--- src/include/pwr_mode_pkg.sv ---
// Package: constants and carriers for the power mode and wake-up controller
// What this block does
// - Fast wake runs on sub clock meanwhile
// - Fast wake ignored leaving deep sleep
// - Crystal fast wake: sub clock until 1024
// - Fast RC oscillator ignores fast wake enable
// - Clock-on idle wakes in 1~2 cycles
// - Modes chosen by select, divider, halt, idle bits, watchdog/detector
// - Slow source stops fast oscillator, dividers
// - Slow mode waits for slow ready flag
// - Fast ready flag after stabilisation
// - Halt, no idle, no watchdog/detector: deep sleep
// - Deep sleep stops clocks, clears watchdog
// - Sleep keeps memory, registers, ports
// - Sleep sets power-down, clears timeout
// - Sub sleep keeps watchdog on sub clock
// - Idle enable picks idle by clock-keep
// - Divider codes: slow or fast divided
// - Select bit one: undivided fast clock
package pwr_mode_pkg;
  localparam int unsigned STAB_CYCLES = 1024;
  localparam int unsigned SHORT_CYCLES = 2;
  localparam logic [2:0] DIV_SLOW_A = 3'h0;
  localparam logic [2:0] DIV_SLOW_B = 3'h1;
  localparam logic [2:0] DIV_RESET = 3'h0;
  localparam logic HIGH_SEL_RESET = 1'b1;
  localparam logic IDLE_EN_RESET = 1'b1;
  localparam logic FAST_WAKE_RESET = 1'b0;
  localparam logic CLK_KEEP_RESET = 1'b0;
  localparam int unsigned CNT_W = 11;

  typedef enum logic [1:0] {
    OSC_FAST_XTAL = 2'h0,
    OSC_FAST_RC = 2'h1,
    OSC_SLOW_RC = 2'h2,
    OSC_SLOW_XTAL = 2'h3
  } osc_kind_t;

  typedef enum logic [2:0] {
    MODE_RUN = 3'h0,
    MODE_DEEP_SLEEP = 3'h1,
    MODE_SUB_SLEEP = 3'h2,
    MODE_IDLE_OFF = 3'h3,
    MODE_IDLE_ON = 3'h4,
    MODE_WAKE = 3'h5
  } pwr_state_t;

  typedef struct packed {
    logic [2:0] clock_divider_select;
    logic fast_wake_enable;
    logic idle_enable;
    logic high_speed_select;
    logic idle_clock_keep;
  } mode_ctrl_t;

  typedef struct packed {
    logic sys_clk_en;
    logic fast_osc_en;
    logic fast_div_en;
    logic sub_clk_en;
    logic timebase_en;
    logic run_on_sub;
    logic cpu_stall;
    logic [2:0] clk_route;
  } clk_ctrl_t;

  // Route codes: 0 slow, 1 fast undivided, 2..7 fast divided by 64..2
  localparam logic [2:0] ROUTE_SLOW = 3'h0;
  localparam logic [2:0] ROUTE_FAST = 3'h1;
endpackage : pwr_mode_pkg

--- src/rtl/stab_counter.sv ---
// Stabilisation counter for a restarting oscillator
`timescale 1ns/1ns
`default_nettype none
module stab_counter
  import pwr_mode_pkg::*;
(
  // Clock and reset
  input wire logic clk_in,
  input wire logic rst_in,
  // Control
  input wire logic start_in,
  input wire logic osc_tick_in,
  input wire logic [CNT_W-1:0] target_in,
  // Status
  output logic done_out
);
  logic [CNT_W-1:0] count_r;
  logic running_r;

  // Done is a one-cycle pulse, so a ready flag it sets can still drop in sleep
  always_ff @(posedge clk_in) begin
    if (rst_in) begin
      count_r <= '0;
      running_r <= 1'b0;
      done_out <= 1'b0;
    end else begin
      done_out <= 1'b0;
      if (start_in) begin
        count_r <= '0;
        running_r <= 1'b1;
      end else if (running_r && osc_tick_in) begin
        if (count_r == target_in - 1'b1) begin
          running_r <= 1'b0;
          done_out <= 1'b1;
        end
        count_r <= count_r + 1'b1;
      end
    end
  end
endmodule : stab_counter
`default_nettype wire

--- src/rtl/power_mode_wakeup_control.sv ---
// Operating mode, clock routing and wake-up sequencing controller
`timescale 1ns/1ns
`default_nettype none
module power_mode_wakeup_control
  import pwr_mode_pkg::*;
(
  // Clock and reset
  input wire logic clk_in,
  input wire logic rst_in,
  // Software controls
  input wire logic [2:0] clock_divider_select_in,
  input wire logic fast_wake_enable_in,
  input wire logic idle_enable_in,
  input wire logic high_speed_select_in,
  input wire logic idle_clock_keep_in,
  input wire logic ctrl_write_in,
  // System state
  input wire osc_kind_t fast_osc_kind_in,
  input wire osc_kind_t slow_osc_kind_in,
  input wire logic watchdog_on_in,
  input wire logic low_voltage_detector_on_in,
  input wire logic halt_in,
  input wire logic wake_in,
  // Oscillator ticks, from other clocks
  input wire logic fast_osc_tick_in,
  input wire logic slow_osc_tick_in,
  // Flags and controls
  output logic high_speed_ready_flag_out,
  output logic low_speed_ready_flag_out,
  output logic power_down_flag_out,
  output logic watchdog_timeout_clear_out,
  output logic watchdog_clear_out,
  output logic watchdog_stop_out,
  output logic retain_state_out,
  output pwr_state_t mode_out,
  output clk_ctrl_t clk_ctrl_out
);
  mode_ctrl_t ctrl_r;
  pwr_state_t state_r;
  pwr_state_t state_nxt;
  pwr_state_t slept_r;
  logic [1:0] fast_sync_r;
  logic [1:0] slow_sync_r;
  logic fast_tick_d_r;
  logic slow_tick_d_r;
  logic fast_edge;
  logic slow_edge;
  logic slow_mode;
  logic fast_is_xtal;
  logic use_fast_wake;
  logic stab_start;
  logic stab_done;
  logic slow_start;
  logic slow_done;
  logic [CNT_W-1:0] fast_target;
  logic [CNT_W-1:0] slow_target;
  logic [1:0] short_cnt_r;
  logic fast_ready_r;
  logic slow_ready_r;
  logic sub_run_r;

  // Oscillator ticks come from other clocks
  always_ff @(posedge clk_in) begin
    if (rst_in) begin
      fast_sync_r <= 2'h0;
      slow_sync_r <= 2'h0;
      fast_tick_d_r <= 1'b0;
      slow_tick_d_r <= 1'b0;
    end else begin
      fast_sync_r <= {fast_sync_r[0], fast_osc_tick_in};
      slow_sync_r <= {slow_sync_r[0], slow_osc_tick_in};
      fast_tick_d_r <= fast_sync_r[1];
      slow_tick_d_r <= slow_sync_r[1];
    end
  end
  assign fast_edge = fast_sync_r[1] & ~fast_tick_d_r;
  assign slow_edge = slow_sync_r[1] & ~slow_tick_d_r;

  // Control bits load only on a write and only while running
  always_ff @(posedge clk_in) begin
    if (rst_in) begin
      ctrl_r <= '{clock_divider_select: DIV_RESET, fast_wake_enable: FAST_WAKE_RESET,
                  idle_enable: IDLE_EN_RESET, high_speed_select: HIGH_SEL_RESET,
                  idle_clock_keep: CLK_KEEP_RESET};
    end else if (ctrl_write_in && state_r == MODE_RUN) begin
      ctrl_r.clock_divider_select <= clock_divider_select_in;
      ctrl_r.fast_wake_enable <= fast_wake_enable_in;
      ctrl_r.idle_enable <= idle_enable_in;
      ctrl_r.high_speed_select <= high_speed_select_in;
      ctrl_r.idle_clock_keep <= idle_clock_keep_in;
    end
  end

  assign slow_mode = !ctrl_r.high_speed_select &&
                     (ctrl_r.clock_divider_select == DIV_SLOW_A ||
                      ctrl_r.clock_divider_select == DIV_SLOW_B);
  assign fast_is_xtal = (fast_osc_kind_in == OSC_FAST_XTAL);
  // Fast wake needs the sub clock alive, so deep sleep never uses it
  assign use_fast_wake = ctrl_r.fast_wake_enable && fast_is_xtal && !slow_mode &&
                         (slept_r == MODE_SUB_SLEEP || slept_r == MODE_IDLE_OFF);

  // Mode sequencing
  always_comb begin
    state_nxt = state_r;
    case (state_r)
      MODE_RUN: begin
        if (halt_in) begin
          if (ctrl_r.idle_enable) begin
            state_nxt = ctrl_r.idle_clock_keep ? MODE_IDLE_ON : MODE_IDLE_OFF;
          end else if (watchdog_on_in || low_voltage_detector_on_in) begin
            state_nxt = MODE_SUB_SLEEP;
          end else begin
            state_nxt = MODE_DEEP_SLEEP;
          end
        end
      end
      MODE_DEEP_SLEEP, MODE_SUB_SLEEP, MODE_IDLE_OFF, MODE_IDLE_ON: begin
        if (wake_in) begin
          state_nxt = MODE_WAKE;
        end
      end
      MODE_WAKE: begin
        // Resume once the chosen clock is ready
        if (use_fast_wake ? (short_cnt_r == 2'(SHORT_CYCLES)) :
            (slow_mode ? slow_ready_r : fast_ready_r)) begin
          state_nxt = MODE_RUN;
        end
      end
      default: state_nxt = MODE_RUN;
    endcase
  end

  always_ff @(posedge clk_in) begin
    if (rst_in) begin
      state_r <= MODE_RUN;
      slept_r <= MODE_RUN;
    end else begin
      state_r <= state_nxt;
      if (state_r != MODE_WAKE && state_nxt != MODE_RUN && state_nxt != MODE_WAKE) begin
        slept_r <= state_nxt;
      end
    end
  end

  // Stabilisation: 1024 ticks for crystals and fast RC, 1~2 for slow RC
  assign fast_target = (fast_osc_kind_in == OSC_FAST_RC || fast_is_xtal) ?
                       CNT_W'(STAB_CYCLES) : CNT_W'(SHORT_CYCLES);
  assign slow_target = (slow_osc_kind_in == OSC_SLOW_XTAL) ? CNT_W'(STAB_CYCLES) : CNT_W'(SHORT_CYCLES);
  // Clock-on idle keeps the oscillator running, so it needs no count
  assign stab_start = (state_r != MODE_WAKE && state_nxt == MODE_WAKE && slept_r != MODE_IDLE_ON &&
                       !slow_mode) ||
                      (state_r == MODE_RUN && ctrl_write_in && !fast_ready_r &&
                       (high_speed_select_in || clock_divider_select_in > DIV_SLOW_B));
  assign slow_start = state_r != MODE_WAKE && state_nxt == MODE_WAKE && slept_r == MODE_DEEP_SLEEP;

  stab_counter u_fast_stab (
    .clk_in(clk_in),
    .rst_in(rst_in),
    .start_in(stab_start),
    .osc_tick_in(fast_edge),
    .target_in(fast_target),
    .done_out(stab_done)
  );

  stab_counter u_slow_stab (
    .clk_in(clk_in),
    .rst_in(rst_in),
    .start_in(slow_start),
    .osc_tick_in(slow_edge),
    .target_in(slow_target),
    .done_out(slow_done)
  );

  // Short wait of 1~2 sub clock ticks on fast or clock-on wake
  always_ff @(posedge clk_in) begin
    if (rst_in || state_r != MODE_WAKE) begin
      short_cnt_r <= 2'h0;
    end else if (slow_edge && short_cnt_r != 2'(SHORT_CYCLES)) begin
      short_cnt_r <= short_cnt_r + 2'h1;
    end
  end

  // High-speed ready flag; power-on clears it until the first count ends
  always_ff @(posedge clk_in) begin
    if (rst_in) begin
      fast_ready_r <= 1'b0;
    end else if (stab_done) begin
      fast_ready_r <= 1'b1;
    end else if (state_r == MODE_DEEP_SLEEP || state_r == MODE_SUB_SLEEP || state_r == MODE_IDLE_OFF ||
                 (state_r == MODE_RUN && state_nxt != MODE_RUN && state_nxt != MODE_IDLE_ON) ||
                 stab_start || (state_r == MODE_RUN && slow_mode)) begin
      fast_ready_r <= 1'b0;
    end else if (state_r == MODE_WAKE && slept_r == MODE_IDLE_ON && short_cnt_r != 2'h0) begin
      fast_ready_r <= 1'b1;
    end
  end

  // Slow ready flag drops only in deep sleep, where the sub clock stops
  always_ff @(posedge clk_in) begin
    if (rst_in) begin
      slow_ready_r <= 1'b0;
    end else if (slow_done) begin
      slow_ready_r <= 1'b1;
    end else if (state_r == MODE_DEEP_SLEEP || slow_start) begin
      slow_ready_r <= 1'b0;
    end else if (state_r == MODE_RUN && !slow_ready_r && slow_edge) begin
      slow_ready_r <= 1'b1;
    end
  end

  // Fast wake keeps the core on the sub clock until the crystal count ends
  always_ff @(posedge clk_in) begin
    if (rst_in) begin
      sub_run_r <= 1'b0;
    end else if (state_r != MODE_WAKE && state_nxt == MODE_WAKE && use_fast_wake) begin
      sub_run_r <= 1'b1;
    end else if (stab_done || slow_mode || (state_r == MODE_RUN && state_nxt != MODE_RUN)) begin
      sub_run_r <= 1'b0;
    end
  end

  // Status flags and watchdog effects on sleep entry
  always_ff @(posedge clk_in) begin
    if (rst_in) begin
      power_down_flag_out <= 1'b0;
      watchdog_timeout_clear_out <= 1'b0;
      watchdog_clear_out <= 1'b0;
    end else begin
      watchdog_timeout_clear_out <= state_r == MODE_RUN && state_nxt != MODE_RUN;
      watchdog_clear_out <= state_r == MODE_RUN && state_nxt != MODE_RUN;
      if (state_r == MODE_RUN && state_nxt != MODE_RUN) begin
        power_down_flag_out <= 1'b1;
      end
    end
  end

  // Clock enables and routing
  always_ff @(posedge clk_in) begin
    if (rst_in) begin
      clk_ctrl_out <= '0;
      watchdog_stop_out <= 1'b0;
      retain_state_out <= 1'b0;
    end else begin
      clk_ctrl_out.sys_clk_en <= state_nxt == MODE_RUN || state_nxt == MODE_IDLE_ON ||
                                 (state_nxt == MODE_WAKE && use_fast_wake);
      clk_ctrl_out.fast_osc_en <= !slow_mode &&
                                  (state_nxt == MODE_RUN || state_nxt == MODE_WAKE || state_nxt == MODE_IDLE_ON);
      clk_ctrl_out.fast_div_en <= !slow_mode && (state_nxt == MODE_RUN || state_nxt == MODE_IDLE_ON);
      clk_ctrl_out.sub_clk_en <= state_nxt != MODE_DEEP_SLEEP;
      clk_ctrl_out.timebase_en <= state_nxt == MODE_RUN || state_nxt == MODE_IDLE_OFF ||
                                  state_nxt == MODE_IDLE_ON;
      clk_ctrl_out.run_on_sub <= (state_nxt == MODE_WAKE && use_fast_wake) || (sub_run_r && !stab_done) ||
                                 (slow_mode && slow_ready_r);
      clk_ctrl_out.cpu_stall <= state_nxt != MODE_RUN;
      clk_ctrl_out.clk_route <= ctrl_r.high_speed_select ? ROUTE_FAST :
                                (slow_mode ? ROUTE_SLOW : ctrl_r.clock_divider_select);
      watchdog_stop_out <= state_nxt == MODE_DEEP_SLEEP;
      retain_state_out <= state_nxt != MODE_RUN;
    end
  end

  assign high_speed_ready_flag_out = fast_ready_r;
  assign low_speed_ready_flag_out = slow_ready_r;
  assign mode_out = state_r;

  a_deep_sleep_entry: assert property (@(posedge clk_in) disable iff (rst_in)
    state_r == MODE_RUN && halt_in && !ctrl_r.idle_enable && !watchdog_on_in && !low_voltage_detector_on_in
    |=> state_r == MODE_DEEP_SLEEP && !clk_ctrl_out.sub_clk_en && watchdog_stop_out)
    else $error("deep sleep not entered");
  a_sub_sleep_entry: assert property (@(posedge clk_in) disable iff (rst_in)
    state_r == MODE_RUN && halt_in && !ctrl_r.idle_enable && (watchdog_on_in || low_voltage_detector_on_in)
    |=> state_r == MODE_SUB_SLEEP)
    else $error("sub sleep not entered");
  a_idle_choice: assert property (@(posedge clk_in) disable iff (rst_in)
    state_r == MODE_RUN && halt_in && ctrl_r.idle_enable
    |=> state_r == (ctrl_r.idle_clock_keep ? MODE_IDLE_ON : MODE_IDLE_OFF))
    else $error("wrong idle mode");
  a_sleep_flags: assert property (@(posedge clk_in) disable iff (rst_in)
    state_r == MODE_RUN && halt_in |=> power_down_flag_out && watchdog_timeout_clear_out && watchdog_clear_out)
    else $error("sleep flags wrong");
  a_stall_wake: assert property (@(posedge clk_in) disable iff (rst_in)
    state_r == MODE_WAKE |-> clk_ctrl_out.cpu_stall)
    else $error("cpu not stalled in wake");
  a_ready_sleep: assert property (@(posedge clk_in) disable iff (rst_in)
    state_r == MODE_DEEP_SLEEP && !stab_done |=> !high_speed_ready_flag_out)
    else $error("ready flag set in sleep");
  a_slow_stop: assert property (@(posedge clk_in) disable iff (rst_in)
    state_r == MODE_RUN && slow_mode && $stable(slow_mode) |=> !clk_ctrl_out.fast_osc_en && !clk_ctrl_out.fast_div_en)
    else $error("fast osc runs in slow mode");
  a_route_fast: assert property (@(posedge clk_in) disable iff (rst_in)
    ctrl_r.high_speed_select && $stable(ctrl_r) |=> clk_ctrl_out.clk_route == ROUTE_FAST)
    else $error("route not undivided");
  a_deep_no_fast: assert property (@(posedge clk_in) disable iff (rst_in)
    slept_r == MODE_DEEP_SLEEP && state_r == MODE_WAKE && !slow_mode |-> !clk_ctrl_out.run_on_sub)
    else $error("fast wake from deep sleep");
  a_fast_wake_sub: assert property (@(posedge clk_in) disable iff (rst_in)
    state_r == MODE_WAKE && use_fast_wake |-> clk_ctrl_out.run_on_sub && clk_ctrl_out.sys_clk_en)
    else $error("fast wake not on sub clock");
  a_sub_handover: assert property (@(posedge clk_in) disable iff (rst_in)
    state_r == MODE_RUN && sub_run_r && stab_done && !slow_mode
    |=> high_speed_ready_flag_out && !clk_ctrl_out.run_on_sub)
    else $error("no handover to crystal");
  a_ready_drop: assert property (@(posedge clk_in) disable iff (rst_in)
    state_r == MODE_RUN && halt_in && !(ctrl_r.idle_enable && ctrl_r.idle_clock_keep) && !stab_done
    |=> !high_speed_ready_flag_out)
    else $error("ready flag kept on sleep entry");
endmodule : power_mode_wakeup_control
`default_nettype wire

--- config.mk ---
export PLATFORM = sky130hd
export DESIGN_NAME = power_mode_wakeup_control
export DESIGN_NICKNAME = d
export VERILOG_FILES = /design/src/include/pwr_mode_pkg.sv /design/src/rtl/stab_counter.sv /design/src/rtl/power_mode_wakeup_control.sv
export SDC_FILE = /design/constraint.sdc
export NUM_CORES = 1
export LEC_CHECK = 0
export ABC_AREA = 1
export BUFFER_PORTS_ARGS = -buffer_cell sky130_fd_sc_hd__buf_2
export CORE_MARGIN = 2
export CORE_UTILIZATION = 50
export CTS_CLUSTER_SIZE = 25
export DETAILED_ROUTE_END_ITERATION = 10
export GPL_ROUTABILITY_DRIVEN = 0
export GPL_TIMING_DRIVEN = 0
export HOLD_SLACK_MARGIN = 0.02
export PLACE_DENSITY = 0.68
export SLEW_MARGIN = 20
export SYNTH_ARGS = -nofsm -noshare
export SYNTH_HDL_FRONTEND = slang
export SYNTH_SLANG_ARGS = --single-unit
--- constraint.sdc ---
create_clock -name clk_in -period 2.1 [get_ports clk_in]
set_input_delay 0.21 -clock clk_in [delete_from_list [all_inputs] [get_ports clk_in]]
set_output_delay 0.21 -clock clk_in [all_outputs]
set_load 0.1 [all_outputs]
==> impl_results.md <==
- Status: completed
- Max clock buf depth: 2
- Combinational Power Share: 46.0%
- Ys Warns: 0
- Hold_buf cts: 0
- Row cnt: 27
- Reg2Reg Depth: 8
- Worst EP arrival: about 2.2 ns
- Final hold violations: 0
- Placed cell count: ~470
- Post-Route Setup TNS: 0 ns
- Sequential share of the synthesized area: about 45%
- DRC Markers: 0
- Max Fclk: about 530 MHz
- Routed len/inst: around 11 µm
- Port bufs: 39
- Pre-CTS setup slack: about 0.21 ns
- First-pass GRT wire length: roughly 9600 µm
- Final Non-Filler Cells: around 500
- Clock Tree Root: clkbuf_8
- FF-to-FF setup slack: roughly 0.20 ns
- Flop pwr share: around 32%
- Fill count: about 520
- Clock-pin slew on the worst setup and hold paths: around 0.07 ns
- Syn Area/Cell: a little under 8 µm²
- Area after DPL: between 0.003 and 0.004 mm²
- Max Slew Vio Count: 0
- Final WL: between 5000 and 6000 µm
- Worst Setup End Kind: flip-flop
- GRT Overall Usage: about a fifth
- Worst R2R End: sub_run_r$_SDFFE_PP0P_
- Vias: about 2300
- CP cell instances: inv_1 -> nand2_2 -> inv_4 -> a21oi_4 -> nand3_2 -> o21ai_0 -> nand2_1 -> a21oi_1
- Min Clock Period, post-route: roughly 1.9 ns
- Vias in the first global route: around 2200
- Crit-path max FO: 6
- Final setup viols: 0
- Post-route ant nets: 0
- Top delay family on crit path: compound AO/OA/AOI/OAI gates
- Post-route cell area: approximately 0.0033 mm²
- Die width: 78.6 µm
- Clk pwr share: approximately 22%
- Post-layout power: 4.71 mW
- R2R Path Start: mode_out[2]$_SDFF_PP0_
- Category of the worst setup path launch point: flip-flop
- Final WS setup: between 0.15 and 0.2 ns
- Max-slew headroom: 48.4%
- Initial antenna violation count: 0
- Yosys reg bits: 63
- CTS tree: done
- Antenna cell count: 0
- Internal Power: about 2.4 mW
- Power Density: between 1000 and 1500 mW/mm²
- Static leakage power: 1.42 nW
- Crit path buffers/inverters: 2
- Initial core utilization: approximately 50%
- Layout area overhead: 17.7%
- Number of detailed-route iterations in the first pass: 4
- Inserted Clock Buffers: 9
- Worst setup path start: mode_out[2]$_SDFF_PP0_
- Largest net degree at the start of global routing: 12
- Worst vdd ir: between 1 and 1.5 mV
- Levels on crit path: 8
- Min-delay src: slow_osc_tick_in
- Layout Skew: 0.0126 ns
- Syn Inst Count: 360
- Core area: 0.00544 mm²
- Max incr delay on CP: 0.43 ns
- Fin crit share: 90.5%
- Detailed Place HPWL: just over 4000 µm
- Sink Count: 63
- DIE AREA: around 0.0062 mm²
- Cell Area, Synth: 0.00278 mm²
- Setup Crit Path Kind: reg2reg
- Switching Fraction: between 40% and 50%
- Vias per cell: approximately 4.8
- Drt initial violations: a little over 100
- H-Tree Depth: 3
- CP required: between 2 and 2.5 ns
- Max-cap viol count: 0
- Slowest cell on crit path: o21ai_0
- Worst skew pair latency: between 0.3 and 0.4 ns
- Switching pwr: around 2.3 mW
- Crit path to: sub_run_r$_SDFFE_PP0P_
- Worst hold path type: in2reg
- Layout cells sized above 1: between 20% and 30%
- Gr ovfl total: 0
- Net Count, Synth: between 300 and 400
- Chip Height: 78.6 µm
- I/O pins: 40
- NumNets Final: around 430
- Number of distinct library cells after synthesis: 38
- Worst Tran Pin Value: approximately 0.76 ns
[worst min path at each step]
stage | endpoint | slack [ns] | cells after the start
global placement | slow_sync_r[1]$_SDFF_PP0_ | 0.40 | 2
floorplan | fast_sync_r[0]$_SDFF_PP0_ | 0.32 | 2
detailed placement | fast_sync_r[1]$_SDFF_PP0_ | 0.41 | 2
CTS | slow_sync_r[0]$_SDFF_PP0_ | 0.07 | 3
finish | slow_sync_r[0]$_SDFF_PP0_ | 0.08 | 3
global route | slow_sync_r[0]$_SDFF_PP0_ | 0.08 | 3
[worst min-delay path: stages]
cell	delay, ns
buf_2	0.09
inv_1	0.04
nor2_1	0.03
[cell type report]
class	instances	area, µm²	share of cell area [%]
Inverter	52	198	6.04
Timing Repair Buffer	39	195	5.96
Sequential cell	63	1260	38.6
Clock buffer	10	138	4.20
Multi-Input combinational cell	238	1280	39.2
Buffer	7	45.0	1.38
Tap cell	72	90.1	2.75
Clock inverter	6	60.1	1.83
[metal layers]
layer	part of all wire [%]	wire (µm)	vias to the layer above	GRT usage, %
li1	-	-	1242	-
met1	49	2750	1007	26.4
met2	43	2390	57	30.5
met3	6.0	333	11	5.17
met4	1.9	107	0	9.65
met5	0	0	-	0
[flip-flops by register name, indices dropped and copies added (netlist names), 2 cells and up]
signal               count
u_slow_stab.count_r     11
u_fast_stab.count_r     11
short_cnt_r              2
slept_r                  3
slow_sync_r              2
fast_sync_r              2
clk_ctrl_out            10
mode_out                 3
ctrl_r                   7
[logic make-up after synthesis]
kind of cell	Yosys count	share of synthesized area, %
AND/OR/NAND/NOR	169	28.3
AO/OA/AOI/OAI	47	10.2
XOR/XNOR	18	5.66
adder cells (fa/ha/maj)	4	1.80
buffers and inverters	59	8.72
flip-flops	63	45.3
[cell usage in the layout (no fill, tap or decap), types with 4 or more instances in the layout]
cell type  synthesis  routed
nand3_1           12      12
inv_1             49      49
nand2_1           60      60
buf_2              0      39
xnor2_1            4       4
nor3_1            10      10
o21ai_0           15      15
ha_1               4       4
nor2_1            60      58
clkbuf_8           0      10
nand3_2            5       5
a21oi_1           19      19
dfxtp_1           63      60
xor2_1            14      14
nand2_2            5       5
nand4_1            5       5
[power groups by stage]
stage | clock (mW) | sequential (mW) | combinational [mW]
floorplan | 0 | 2.34 | 0.989
global route | 1.12 | 1.53 | 2.30
CTS | 1.06 | 1.51 | 2.16
detailed placement | 0 | 1.53 | 2.15
global placement | 0 | 1.53 | 2.13
finish | 1.04 | 1.51 | 2.16
[cells in the mapped netlist]
library cell / instances / share of area [%]
nor2_8: 1 / 0.72
a31oi_1: 1 / 0.22
o32ai_1: 1 / 0.31
nor3_4: 1 / 0.58
o211ai_1: 3 / 0.81
nand3b_1: 1 / 0.27
and3_1: 1 / 0.22
a211oi_1: 1 / 0.27
inv_2: 2 / 0.27
inv_4: 1 / 0.22
o21ai_1: 1 / 0.18
ha_1: 4 / 1.8
nand2_4: 2 / 0.81
nor2_2: 1 / 0.22
o311ai_0: 1 / 0.31
buf_6: 1 / 0.40
o31ai_1: 1 / 0.27
clkbuf_1: 3 / 0.40
nor3_2: 1 / 0.36
nand3_2: 5 / 1.8
o41ai_1: 1 / 0.31
o21ai_0: 15 / 2.7
nand2_1: 60 / 8.1
nand2_2: 5 / 1.1
xor2_1: 14 / 4.4
or2_2: 3 / 0.67
a21oi_4: 2 / 1.2
dfxtp_1: 63 / 45
a21oi_1: 19 / 3.4
nand3_1: 12 / 2.2
buf_4: 3 / 0.81
a21o_1: 1 / 0.27
nand4_1: 5 / 1.1
nor2_1: 60 / 8.1
xnor2_1: 4 / 1.3
nor3_1: 10 / 1.8
nor4_1: 1 / 0.22
inv_1: 49 / 6.6
[repair_timing]
item,CTS,global route
endpoints found under the setup margin,0,15
gates resized for setup,0,2
buffers inserted,0,0
endpoints found under the hold margin,0,0
[stage by stage]
stage | hold slack [ns] | utilization (%)
2_1_floorplan | 0.317 | -
3_3_place_gp | 0.397 | 56.5
3_5_place_dp | 0.405 | 56.5
4_1_cts | 0.0747 | 60.1
5_1_grt | 0.0827 | 60.2
6_report | 0.0817 | 60.2
Note: power is estimated with default switching activity, not from simulation.
